**src/gpb_pkg.sv**
```systemverilog
// package: register map, payload layout and states of the payload builder
package gpb_pkg;
    localparam int MAC_MAX = 8;
    localparam int VLAN_MAX = 15;
    localparam int MAC_BYTES = 6;
    localparam int CFG_BITS = 4;
    // payload byte offsets, relative to the start of the payload
    localparam logic [7:0] PL_MAC_CNT = 8'h00;
    localparam logic [7:0] PL_MAC_FLG = 8'h03;
    localparam logic [7:0] PL_VLAN_CNT = 8'h04;
    localparam logic [7:0] PL_VLAN_FLG = 8'h06;
    localparam logic [7:0] PL_LINK = 8'h08;
    localparam logic [7:0] PL_BCAST = 8'h0C;
    localparam logic [7:0] PL_CFG = 8'h10;
    localparam logic [7:0] PL_VMODE = 8'h14;
    localparam logic [7:0] PL_FLOW = 8'h15;
    localparam logic [7:0] PL_AEN = 8'h18;
    localparam logic [7:0] PL_FIXED_LEN = 8'h1C;
    // register word addresses (byte address / 4)
    localparam logic [5:0] A_CTRL = 6'h00;
    localparam logic [5:0] A_STATUS = 6'h01;
    localparam logic [5:0] A_MAC_EN = 6'h02;
    localparam logic [5:0] A_VLAN_EN = 6'h03;
    localparam logic [5:0] A_LINK = 6'h04;
    localparam logic [5:0] A_BCAST = 6'h05;
    localparam logic [5:0] A_CFG = 6'h06;
    localparam logic [5:0] A_MODES = 6'h07;
    localparam logic [5:0] A_AEN = 6'h08;
    localparam logic [5:0] A_LEN = 6'h09;
    localparam logic [5:0] A_MAC_LO = 6'h10;
    localparam logic [5:0] A_MAC_HI = 6'h18;
    localparam logic [5:0] A_VLAN = 6'h20;
    localparam logic [31:0] UNMAPPED = 32'h0000_0000;
    typedef enum logic [1:0] {
        GPB_IDLE = 2'b00,
        GPB_SEND = 2'b01,
        GPB_DONE = 2'b11
    } gpb_state_t;
endpackage

```
**src/gpb_regs.sv**
```systemverilog
// avalon-mm register file holding the channel's stored parameters
`timescale 1ns/1ps
module gpb_regs #(
    parameter int MAC_N = 8,
    parameter int VLAN_N = 15
) (
    input wire logic ref_clk_in,
    input wire logic srst_in,
    input wire logic [5:0] address_in,
    input wire logic read_in,
    input wire logic write_in,
    input wire logic [31:0] writedata_in,
    input wire logic [3:0] byteenable_in,
    output logic [31:0] readdata_out,
    output logic waitrequest_out,
    input wire logic busy_in,
    input wire logic [7:0] length_in,
    output logic start_out,
    output logic [7:0] mac_en_out,
    output logic [14:0] vlan_en_out,
    output logic [31:0] link_out,
    output logic [31:0] bcast_out,
    output logic [3:0] cfg_out,
    output logic [15:0] modes_out,
    output logic [31:0] aen_out,
    output logic [47:0] mac_out [8],
    output logic [15:0] vlan_out [15]
);
    logic ack_reg;
    logic [31:0] rd_reg;
    logic [31:0] rd_next;
    wire logic req = (read_in | write_in) & ~ack_reg;
    // a write lands only at the edge where waitrequest is seen low
    wire logic wr = write_in & ack_reg;
    wire logic [31:0] bmask = {{8{byteenable_in[3]}}, {8{byteenable_in[2]}},
        {8{byteenable_in[1]}}, {8{byteenable_in[0]}}};
    wire logic [31:0] wval = writedata_in & bmask;
    wire logic [2:0] mac_idx = address_in[2:0];
    wire logic [3:0] vl_idx = address_in[3:0];
    wire logic is_mac_lo = address_in[5:3] == gpb_pkg::A_MAC_LO[5:3];
    wire logic is_mac_hi = address_in[5:3] == gpb_pkg::A_MAC_HI[5:3];
    wire logic is_vlan = address_in[5:4] == gpb_pkg::A_VLAN[5:4]
        && vl_idx != 4'hF;

    // one wait cycle: answer lands on the edge after the request is seen
    assign waitrequest_out = ~ack_reg;
    assign readdata_out = rd_reg;

    always_comb
    begin
        rd_next = gpb_pkg::UNMAPPED;
        case (address_in)
            gpb_pkg::A_STATUS: rd_next = {23'h000000, busy_in, length_in};
            gpb_pkg::A_MAC_EN: rd_next = {24'h000000, mac_en_out};
            gpb_pkg::A_VLAN_EN: rd_next = {17'h00000, vlan_en_out};
            gpb_pkg::A_LINK: rd_next = link_out;
            gpb_pkg::A_BCAST: rd_next = bcast_out;
            gpb_pkg::A_CFG: rd_next = {28'h0000000, cfg_out};
            gpb_pkg::A_MODES: rd_next = {16'h0000, modes_out};
            gpb_pkg::A_AEN: rd_next = aen_out;
            gpb_pkg::A_LEN: rd_next = {24'h000000, length_in};
            default:
            begin
                if (is_mac_lo)
                    rd_next = mac_out[mac_idx][31:0];
                else if (is_mac_hi)
                    rd_next = {16'h0000, mac_out[mac_idx][47:32]};
                else if (is_vlan)
                    rd_next = {16'h0000, vlan_out[vl_idx]};
                else
                    rd_next = gpb_pkg::UNMAPPED;
            end
        endcase
    end

    always_ff @(posedge ref_clk_in)
    begin
        if (srst_in)
        begin
            ack_reg <= 1'b0;
            rd_reg <= 32'h0000_0000;
            start_out <= 1'b0;
        end
        else
        begin
            ack_reg <= req;
            rd_reg <= rd_next;
            start_out <= wr && address_in == gpb_pkg::A_CTRL
                && byteenable_in[0] && writedata_in[0];
        end
    end

    always_ff @(posedge ref_clk_in)
    begin
        if (srst_in)
        begin
            mac_en_out <= 8'h00;
            vlan_en_out <= 15'h0000;
            link_out <= 32'h0000_0000;
            bcast_out <= 32'h0000_0000;
            cfg_out <= 4'h0;
            modes_out <= 16'h0000;
            aen_out <= 32'h0000_0000;
        end
        else if (wr)
        begin
            case (address_in)
                gpb_pkg::A_MAC_EN:
                    mac_en_out <= (mac_en_out & ~bmask[7:0]) | wval[7:0];
                gpb_pkg::A_VLAN_EN:
                    vlan_en_out <= (vlan_en_out & ~bmask[14:0]) | wval[14:0];
                gpb_pkg::A_LINK: link_out <= (link_out & ~bmask) | wval;
                gpb_pkg::A_BCAST: bcast_out <= (bcast_out & ~bmask) | wval;
                gpb_pkg::A_CFG: cfg_out <= (cfg_out & ~bmask[3:0]) | wval[3:0];
                gpb_pkg::A_MODES:
                    modes_out <= (modes_out & ~bmask[15:0]) | wval[15:0];
                gpb_pkg::A_AEN: aen_out <= (aen_out & ~bmask) | wval;
                default:
                begin
                end
            endcase
        end
    end

    genvar i;
    generate
        for (i = 0; i < 8; i++)
        begin : g_mac
            always_ff @(posedge ref_clk_in)
            begin
                if (srst_in)
                    mac_out[i] <= 48'h0000_0000_0000;
                else if (wr && is_mac_lo && mac_idx == i)
                    mac_out[i][31:0] <= (mac_out[i][31:0] & ~bmask) | wval;
                else if (wr && is_mac_hi && mac_idx == i)
                    mac_out[i][47:32] <= (mac_out[i][47:32] & ~bmask[15:0])
                        | wval[15:0];
            end
        end
        for (i = 0; i < 15; i++)
        begin : g_vlan
            always_ff @(posedge ref_clk_in)
            begin
                if (srst_in)
                    vlan_out[i] <= 16'h0000;
                else if (wr && is_vlan && vl_idx == i)
                    vlan_out[i] <= (vlan_out[i] & ~bmask[15:0]) | wval[15:0];
            end
        end
    endgenerate
endmodule

```
**src/gpb_field_mux.sv**
```systemverilog
// combinational byte selector for the fixed and variable payload fields
`timescale 1ns/1ps
module gpb_field_mux #(
    parameter int MAC_N = 4,
    parameter int VLAN_N = 4
) (
    input wire logic [7:0] idx_in,
    input wire logic [7:0] mac_cnt_in,
    input wire logic [7:0] vlan_cnt_in,
    input wire logic [7:0] mac_flg_in,
    input wire logic [14:0] vlan_flg_in,
    input wire logic [31:0] link_in,
    input wire logic [31:0] bcast_in,
    input wire logic [31:0] cfg_in,
    input wire logic [15:0] modes_in,
    input wire logic [31:0] aen_in,
    input wire logic [47:0] mac_in [8],
    input wire logic [15:0] vlan_in [15],
    output logic [7:0] byte_out
);
    localparam logic [7:0] MAC_END = 8'(gpb_pkg::PL_FIXED_LEN
        + 8'(MAC_N * gpb_pkg::MAC_BYTES));
    wire logic [7:0] woff = idx_in & 8'hFC;
    wire logic [1:0] lane = 2'(3 - idx_in[1:0]);
    wire logic [7:0] moff = 8'(idx_in - gpb_pkg::PL_FIXED_LEN);
    wire logic [7:0] mnum = 8'(moff / 8'd6);
    wire logic [2:0] mbyte = 3'(5 - (moff % 8'd6));
    wire logic [7:0] voff = 8'(idx_in - MAC_END);
    wire logic [7:0] vnum = {1'b0, voff[7:1]};
    wire logic [31:0] word_sel =
        woff == gpb_pkg::PL_MAC_CNT ? {mac_cnt_in, 16'h0000, mac_flg_in} :
        woff == gpb_pkg::PL_VLAN_CNT ? {vlan_cnt_in, 9'h000, vlan_flg_in} :
        woff == gpb_pkg::PL_LINK ? link_in :
        woff == gpb_pkg::PL_BCAST ? bcast_in :
        woff == gpb_pkg::PL_CFG ? cfg_in :
        woff == gpb_pkg::PL_VMODE ? {modes_in, 16'h0000} :
        woff == gpb_pkg::PL_AEN ? aen_in : 32'h0000_0000;

    always_comb
    begin
        byte_out = 8'h00;
        if (idx_in < gpb_pkg::PL_FIXED_LEN)
            byte_out = word_sel[8 * lane +: 8];
        else if (idx_in < MAC_END)
            // entries back to back, most significant byte first
            byte_out = mac_in[mnum[2:0]][8 * mbyte +: 8];
        else
            // tag entries follow directly, high byte first
            byte_out = idx_in[0] ? vlan_in[vnum[3:0]][7:0]
                : vlan_in[vnum[3:0]][15:8];
    end
endmodule

```
**src/gpb_builder.sv**
```systemverilog
// parameter readback response payload builder: byte stream generator
// Operation
// the MAC address count field carries the number of address entries.
// the VLAN tag count field carries the number of tag entries.
// address flag bit n-1 is 1 when address entry n is enabled, else 0.
// tag flag bits 0 to 14 are 1 when tag entries 1 to 15 are enabled.
// link settings are returned as the 32-bit value set by software.
// broadcast filter settings are returned as the applied 32-bit value.
// up to eight six-byte address entries are returned.
// up to fifteen sixteen-bit tag entries are returned.
// the receiver trusts a value only when its enable bit is set.
// config flag bits 0..3 are broadcast, channel, transmit, multicast.
// every readback request is accepted and answered; here further requests while one is pending merge into one response.
// unsupported parameters read as zero.
// unicast entries come first, then multicast, then mixed entries.
// supported addresses sit back to back at the end of the payload; here the tag entries follow them.
// reserved flag bits and flags of unsupported entries read as zero.
//
// The placing of the registers and the Avalon-MM register port were chosen for this implementation.
`timescale 1ns/1ps
module gpb_builder #(
    parameter int MAC_UNI = 2,
    parameter int MAC_MULTI = 1,
    parameter int MAC_MIXED = 1,
    parameter int VLAN_N = 4
) (
    input wire logic ref_clk_in,
    input wire logic srst_in,
    input wire logic [5:0] avs_address,
    input wire logic avs_read,
    input wire logic avs_write,
    input wire logic [31:0] avs_writedata,
    input wire logic [3:0] avs_byteenable,
    output logic [31:0] avs_readdata,
    output logic avs_waitrequest,
    input wire logic req_in,
    input wire logic ready_in,
    output logic valid_out,
    output logic [7:0] data_out,
    output logic first_out,
    output logic last_out,
    output logic busy_out
);
    localparam int MAC_N = MAC_UNI + MAC_MULTI + MAC_MIXED;
    localparam logic [7:0] LEN = 8'(gpb_pkg::PL_FIXED_LEN
        + 8'(MAC_N * gpb_pkg::MAC_BYTES) + 8'(VLAN_N * 2));

    gpb_pkg::gpb_state_t state_reg;
    gpb_pkg::gpb_state_t state_next;
    logic [7:0] idx_reg;
    logic [7:0] idx_next;
    logic pend_reg;
    logic req_s1_reg;
    logic req_s2_reg;
    logic req_s3_reg;
    logic sw_start;
    logic [7:0] mac_en;
    logic [14:0] vlan_en;
    logic [31:0] link_val;
    logic [31:0] bcast_val;
    logic [3:0] cfg_val;
    logic [15:0] modes_val;
    logic [31:0] aen_val;
    logic [47:0] mac_val [8];
    logic [15:0] vlan_val [15];
    logic [47:0] mac_sup [8];
    logic [15:0] vlan_sup [15];
    logic [7:0] mux_byte;

    // entry 0..MAC_UNI-1 unicast, then multicast, then mixed filters
    // unsupported entries are forced to zero
    genvar g;
    generate
        for (g = 0; g < 8; g++)
        begin : g_mac_sup
            assign mac_sup[g] = g < MAC_N ? mac_val[g] : 48'h0000_0000_0000;
        end
        for (g = 0; g < 15; g++)
        begin : g_vlan_sup
            assign vlan_sup[g] = g < VLAN_N ? vlan_val[g] : 16'h0000;
        end
    endgenerate

    wire logic [7:0] mac_sup_mask = 8'((9'h001 << MAC_N) - 9'h001);
    wire logic [14:0] vlan_sup_mask = 15'((16'h0001 << VLAN_N) - 16'h0001);
    wire logic [7:0] mac_flags = mac_en & mac_sup_mask;
    wire logic [14:0] vlan_flags = vlan_en & vlan_sup_mask;
    wire logic [31:0] cfg_word = {28'h0000000, cfg_val};
    wire logic [7:0] mac_cnt = 8'(MAC_N);
    wire logic [7:0] vlan_cnt = 8'(VLAN_N);

    gpb_regs #(
        .MAC_N(MAC_N),
        .VLAN_N(VLAN_N)
    ) u_regs (
        .ref_clk_in(ref_clk_in),
        .srst_in(srst_in),
        .address_in(avs_address),
        .read_in(avs_read),
        .write_in(avs_write),
        .writedata_in(avs_writedata),
        .byteenable_in(avs_byteenable),
        .readdata_out(avs_readdata),
        .waitrequest_out(avs_waitrequest),
        .busy_in(busy_out),
        .length_in(LEN),
        .start_out(sw_start),
        .mac_en_out(mac_en),
        .vlan_en_out(vlan_en),
        .link_out(link_val),
        .bcast_out(bcast_val),
        .cfg_out(cfg_val),
        .modes_out(modes_val),
        .aen_out(aen_val),
        .mac_out(mac_val),
        .vlan_out(vlan_val)
    );

    gpb_field_mux #(
        .MAC_N(MAC_N),
        .VLAN_N(VLAN_N)
    ) u_mux (
        .idx_in(idx_reg),
        .mac_cnt_in(mac_cnt),
        .vlan_cnt_in(vlan_cnt),
        .mac_flg_in(mac_flags),
        .vlan_flg_in(vlan_flags),
        .link_in(link_val),
        .bcast_in(bcast_val),
        .cfg_in(cfg_word),
        .modes_in(modes_val),
        .aen_in(aen_val),
        .mac_in(mac_sup),
        .vlan_in(vlan_sup),
        .byte_out(mux_byte)
    );

    // request pin is asynchronous; rising edge taken after two flops
    wire logic req_rise = req_s2_reg & ~req_s3_reg;
    wire logic take = state_reg == gpb_pkg::GPB_IDLE && pend_reg;
    wire logic beat_done = valid_out & ready_in;
    wire logic at_last = idx_reg == 8'(LEN - 8'd1);
    // idx_reg names the next byte to load; LEN means all bytes are loaded
    wire logic more = idx_reg != LEN;
    wire logic load = state_reg == gpb_pkg::GPB_SEND && more
        && (!valid_out || beat_done);
    wire logic fin = beat_done && last_out;

    always_comb
    begin
        state_next = state_reg;
        idx_next = idx_reg;
        case (state_reg)
            gpb_pkg::GPB_IDLE:
            begin
                if (pend_reg)
                begin
                    state_next = gpb_pkg::GPB_SEND;
                    idx_next = 8'h00;
                end
            end
            gpb_pkg::GPB_SEND:
            begin
                if (fin)
                    state_next = gpb_pkg::GPB_DONE;
                if (load)
                    idx_next = 8'(idx_reg + 8'd1);
            end
            gpb_pkg::GPB_DONE:
                state_next = gpb_pkg::GPB_IDLE;
            default:
                state_next = gpb_pkg::GPB_IDLE;
        endcase
    end

    always_ff @(posedge ref_clk_in)
    begin
        if (srst_in)
        begin
            req_s1_reg <= 1'b0;
            req_s2_reg <= 1'b0;
            req_s3_reg <= 1'b0;
            pend_reg <= 1'b0;
        end
        else
        begin
            req_s1_reg <= req_in;
            req_s2_reg <= req_s1_reg;
            req_s3_reg <= req_s2_reg;
            // a request during a send is held; further ones before it is taken merge into it
            pend_reg <= req_rise | sw_start | (pend_reg & ~take);
        end
    end

    always_ff @(posedge ref_clk_in)
    begin
        if (srst_in)
        begin
            state_reg <= gpb_pkg::GPB_IDLE;
            idx_reg <= 8'h00;
        end
        else
        begin
            state_reg <= state_next;
            idx_reg <= idx_next;
        end
    end

    // output stage registered; byte held while ready is low
    always_ff @(posedge ref_clk_in)
    begin
        if (srst_in)
        begin
            valid_out <= 1'b0;
            data_out <= 8'h00;
            first_out <= 1'b0;
            last_out <= 1'b0;
            busy_out <= 1'b0;
        end
        else
        begin
            busy_out <= state_next != gpb_pkg::GPB_IDLE;
            if (load)
            begin
                valid_out <= 1'b1;
                data_out <= mux_byte;
                first_out <= idx_reg == 8'h00;
                last_out <= at_last;
            end
            else if (beat_done)
            begin
                valid_out <= 1'b0;
                first_out <= 1'b0;
                last_out <= 1'b0;
            end
        end
    end
endmodule

```
**config.mk**
```make
export PLATFORM = sky130hd
export DESIGN_NAME = gpb_builder
export DESIGN_NICKNAME = d
export VERILOG_FILES = /design/src/gpb_pkg.sv /design/src/gpb_regs.sv /design/src/gpb_field_mux.sv /design/src/gpb_builder.sv
export SDC_FILE = /design/constraint.sdc
export NUM_CORES = 2
export LEC_CHECK = 0
export BUFFER_PORTS_ARGS = -buffer_cell sky130_fd_sc_hd__buf_2
export CAP_MARGIN = 20
export CORE_UTILIZATION = 55
export CTS_CLUSTER_DIAMETER = 100
export CTS_CLUSTER_SIZE = 25
export DETAILED_ROUTE_END_ITERATION = 7
export PLACE_DENSITY = 0.81
export SLEW_MARGIN = 20
export SYNTH_ARGS = -nofsm -noshare
export SYNTH_HDL_FRONTEND = slang
export SYNTH_SLANG_ARGS = --single-unit
```
**constraint.sdc**
```tcl
create_clock -name ref_clk_in -period 4.7 [get_ports ref_clk_in]
set_clock_uncertainty 0.15 [all_clocks]
set_input_delay 0.47 -clock ref_clk_in [delete_from_list [all_inputs] [get_ports ref_clk_in]]
set_output_delay 0.47 -clock ref_clk_in [all_outputs]
set_load 0.01 [all_outputs]
```
[Yosys cells after proc, flatten, opt, wreduce, memory -nomap -nowiden]
Cells that the tools add are included.
Widths: inputs -> output; s select.
Storage, ports and cells
  flip-flop bits (word level): 823
  input bits: 48
  output and inout port bits: 45
Cells by class
  add/subtract/negate cells: 5
  div/mod/pow operators: 2
  order comparisons: 6
  eq/ne operators: 45
  shifts and indexed selects: 2
  mux-type cells: 36
  bitwise operators: 105
  reduce and logical (&&, ||, !) cells: 69
Operators with widths (count)
  $and 16x16->16: 24
  $and 32x32->32: 12
  $or 16x16->16: 24
  $or 32x32->32: 11
  $bmux 48 s3: 2
  $mux 32: 9
  $pmux 32 s9: 1
  $mux 48: 4
  $bmux 16 s4: 2
  $mux 16: 5
  $shiftx 48x7->8: 1
  $eq 6x3->1 const B: 7
  $logic_and 1x1->1: 42
  $mux 8: 5
  $mod 8x3->32 const B: 1
  $not 32->32: 1
  $shiftx 32x6->8: 1
  $reduce_and 2->1: 15
  $eq 4x4->1 const B: 7
  $eq 6x2->1 const B: 4
  $eq 4x3->1 const B: 4
  $logic_not 8->1: 2
  $not 16->16: 1
  $pmux 8 s2: 1
  48 further kinds: 84

[Depth between registers and ports, before layout]
  word-level depth: 10
  gate-level depth with buffers: 21
  gate-level depth less buffers: 17

[Hierarchy]
A second synthesis with hierarchy kept.
Unflattened totals
  cell total of the unflattened synthesis: 5148
  area, all modules: 44721.6 µm²
Modules (own cells, without submodules)
  gpb_regs: times used 1, cells each 3936, area an instance 34865.9 µm², sequential area each 15955.3 µm²
  gpb_field_mux: times used 1, cells each 1086, area an instance 8685.8 µm², sequential area each 0.0 µm²
  gpb_builder: times used 1, cells each 126, area an instance 1169.9 µm², sequential area each 520.5 µm²

[Least setup slack after synthesis]
Ideal clock, no wire load.
  kind: register -> register
  from: reg idx_reg[2]
  to: reg data_out[6]
  data arrival time: 4.460 ns
  setup slack: -0.030 ns
  stages on the path, launching flop included: 19
  path buffers: 3
  clock period less this slack: 4.730 ns
  cells stage by stage: dfxtp_1 -> buf_6 -> a311oi_4 -> xnor2_4 -> inv_2 -> buf_4 -> ha_1 -> nor2b_1 -> a31o_2 -> nand4_1 -> and4_4 -> or4_4 -> a221oi_4 -> or4_1 -> buf_4 -> a21oi_1 -> or4b_1 -> nor4b_1 -> a211o_1
Between the ends
  word-level cells in the longest chain between the ends: 10
  elaborated cells between the ends (all ways): 37
RTL lines
  from (decl): RTL line gpb_builder.sv:50  | logic [7:0] idx_reg;
  from (signal assigned): RTL line gpb_builder.sv:205  | idx_reg <= idx_next;
  parallel branches: the longest is 10 deep, another holds $sub 8x5->8
  to (signal assigned): RTL line gpb_builder.sv:226  | data_out <= mux_byte;
  to (decl): RTL line gpb_builder.sv:39  | output logic [7:0] data_out,
Several ways; the timed one is not identified. The select of a mux whose other input is x is not followed.
A chain may end at the register's enable or synchronous reset.

[Worst setup path after layout]
  from: reg idx_reg[3]
  to: reg data_out[5]
The elaborated chain is that of the path after synthesis.

==> results.py <==
metrics = {
    "global_route": {
        "first_global_vias": 33300,
        "grt_pass1_wl_um": 198000,
        "antenna_found_initial": 4,
        "overflow": 0,
        "grt_max_degree": 190,
        "grt_use_total_pct": 34.0,
    },
    "cts": {
        "clk_pin_slew_ns": 0.11,
        "cts_made_buffers": 39,
        "cts_tree": "done",
        "cts.path.max_buffers": 3,
        "clk_latency_ns": 0.62,
        "cts-root-buf": "clkbuf_16",
        "cts.sinks": 823,
        "h-tree-depth": 2,
    },
    "placement": {
        "dp_hpwl_um": 86800,
        "gp_congestion": 1.02,
        "numPortBuffers": 92,
        "place_area_mm2": 0.0413,
        "post-place-ws_ns": -0.0842,
    },
    "synth": {
        "synth.avg_cell_area_um2": 8.75,
        "synth_cell_type_count": 85,
        "ys_seq_area_share_pct": 41.2,
        "async_flop_share_pct": 0,
        "synth_top_area_cell": "dfxtp_1",
        "netlist_area_mm2": 0.0400,
        "synth-compound-area-share_pct": 15.6,
        "synthFlopType": "dfxtp_1",
        "synthCells": 4575,
        "synth_edf_count": 0,
        "ys_ff_latch": 823,
        "yosys.area_share.simple_pct": 16.9,
        "muxShareOfSynthArea_pct": 21.4,
        "ys_warn_count": 0,
        "synth_top_family_by_area": "multiplexers",
        "synthXorXnorAreaFrac_pct": 0.438,
        "syn-num-nets": 4633,
        "synth_fa_ha_area_share_pct": 0.313,
        "yosysTopAreaCellShare_pct": 41.2,
        "synth_area_leaders": "dfxtp_1, mux4_2, mux2i_1",
    },
    "sta": {
        "hold_viol": 0,
        "maxSlewViolCount": 0,
        "setup_viol": 0,
        "slew_headroom_pct": 22.6,
        "period_share_pct": 97.2,
        "fmaxAchievable_mhz": 219,
        "min_period_ns": 4.57,
        "tightest_slew_ns": 1.16,
        "setup_ws_ns": 0.131,
    },
    "floorplan": {
        "die-height_um": 272,
        "start_util_pct": 55.8,
        "num_rows": 98,
        "io_pins": 93,
        "placeableCoreArea_mm2": 0.0717,
        "die-area_mm2": 0.0738,
        "die_w_um": 272,
    },
    "power_and_ir_drop": {
        "ir_worst_vdd_uv": 367,
        "power_density_mw_per_mm2": 273,
        "leakagePower_uw": 0.0137,
    },
    "drt": {
        "dr.pass1.iters": 8,
        "drt-total-wl_um": 129000,
        "vias": 36200,
        "ant_nets": 0,
        "wl_per_cell_um": 24.0,
        "dr.first_iter.drc_count": 5385,
        "drc": 0,
        "vias_per_cell": 6.70,
    },
    "hold_path": {
        "hp-class": "in2reg",
        "hp-start": "avs_writedata[28]",
        "worstHoldPathCells": 3,
    },
    "worst_setup_path": {
        "critPathArrivalTime_ns": 4.97,
        "cp-end-kind": "flip-flop",
        "required_ns": 5.10,
        "reg2reg_to": "data_out[5]",
        "regToRegSetupSlack_ns": 0.13,
        "cp-start-kind": "flip-flop",
        "cp_max_fo": 24,
        "worstSetupPathType": "reg2reg",
        "r2r_cells": 18,
        "regToRegStartpoint": "idx_reg[3]",
    },
    "final_layout": {
        "drive_gt1_share_pct": 13.2,
        "areaGrowthSynthToFinish_pct": 6.29,
        "final_nets": 4504,
        "num-fill-cells": 6140,
        "n_antenna_cell": 0,
        "design_area_mm2": 0.0425,
    },
    "status": {
        "status": "complete, no violations",
    },
    "run": {
        "cap_violations": 0,
    },
}
layer usage:
layer | vias up | part of all wire, % | track usage (%)
met3 | 425 | 11 | 5.27
met2 | 2341 | 45 | 52.8
li1 | 16100 | - | -
met5 | - | 0.026 | 0
met1 | 17300 | 38 | 45.7
met4 | 4 | 6.0 | 18.1
cell type report:
| type | instances | area [um^2] | area share (%) |
|---|---|---|---|
| clock buffer | 42 | 1030 | 2.42 |
| timing repair buffer | 249 | 1780 | 4.18 |
| sequential | 823 | 16500 | 38.7 |
| tap | 950 | 1190 | 2.79 |
| multi-input combinational | 3315 | 22000 | 51.6 |
| clock inverter | 3 | 33.8 | 0.0794 |
| inverter | 18 | 67.6 | 0.159 |
synthesized netlist by cell type (all sizes together), types with 20 or more instances:
library cell,number
buf,63
dfxtp,823
nand3,285
mux4,191
o22ai,20
a221oi,27
o21ai,199
mux2,49
nand2,832
a222oi,38
clkbuf,356
mux2i,369
nor3,37
a211oi,34
a21oi,629
nor2,364
where the power goes:
group	leakage (uW)	internal [uW]	switching (uW)
clock	0.000522	1590	2300
sequential	0.00663	6980	13.9
combinational	0.00659	168	557
total	0.0137	8740	2870
critical path, cell delays in order, from the launching register on:
cell	delay, ns
dfxtp_1	0.37
ha_1	0.23
a21oi_2	0.19
xnor2_1	0.18
inv_2	0.08
ha_4	0.30
nor2b_1	0.05
mux2_4	0.32
o211a_1	0.23
or4_1	0.48
a31o_2	0.21
o31a_1	0.12
o311ai_4	0.15
buf_12	0.24
mux2_2	0.35
a21oi_1	0.24
a211o_1	0.14
o2111ai_1	0.18
a211oi_2	0.27
metrics by stage:
step	setup TNS (ns)	cells	power (uW)	hold slack [ns]	utilization (%)
final	0	5400	11600	0.0900	59.3
after global routing	-0.0557	5400	11900	0.0917	59.3
after CTS	0	5398	11600	0.0689	59.2
after detailed placement	-0.107	5350	7860	0.273	57.6
after global placement	-0.0393	5350	7860	0.274	57.6
after floorplan	0	4575	7630	0.264	-
worst max-delay path by stage:
stage | start | to | cells past startpoint
after floorplan | idx_reg[2] | data_out[6] | 18
after global placement | idx_reg[2] | data_out[2] | 19
after detailed placement | idx_reg[3] | data_out[2] | 19
after CTS | idx_reg[3] | data_out[2] | 20
after global routing | idx_reg[3] | data_out[2] | 19
final | idx_reg[3] | data_out[5] | 18
kinds of logic (layout without fill, tap and decap cells):
family,after synthesis,after routing
DFF,823,823
AOI/OAI and AO/OA,1070,1070
muxes,609,609
xor gates and xnor gates,17,17
and+or+nand+nor,1609,1609
buffers and inverters,437,312
adders and majority gates,10,10
cells in the final DEF (no fill, tap or decap), types with 9 or more instances in the layout:
cell type | Yosys | final
o22ai_1 | 20 | 20
a221oi_1 | 26 | 25
o211ai_1 | 16 | 16
mux4_2 | 191 | 191
buf_4 | 13 | 147
nor2b_1 | 13 | 12
inv_1 | 11 | 11
xnor2_1 | 12 | 12
clkbuf_16 | 0 | 41
mux2i_1 | 369 | 369
mux2_2 | 48 | 47
nor2_1 | 363 | 353
nand4_1 | 16 | 16
a311oi_1 | 9 | 9
nand2_1 | 831 | 831
a21oi_1 | 629 | 627
nor3_1 | 36 | 35
a222oi_1 | 38 | 38
nor4_1 | 9 | 9
and3_1 | 16 | 16
dfxtp_1 | 823 | 820
a22oi_1 | 19 | 19
a211oi_1 | 34 | 32
nor2_2 | 0 | 10
nand3_1 | 285 | 285
buf_2 | 13 | 88
o21ai_0 | 196 | 196
ha_1 | 10 | 9
repair_timing:
item | CTS | global route
endpoints found under the setup margin | 3 | 8
resized for setup | 2 | 18
hold endpoints to repair | 3 | 0
hold buffers | 3 | 0
setup buffers | 0 | 2
pin swaps | 0 | 6
Power figures use the tool's default switching activity.
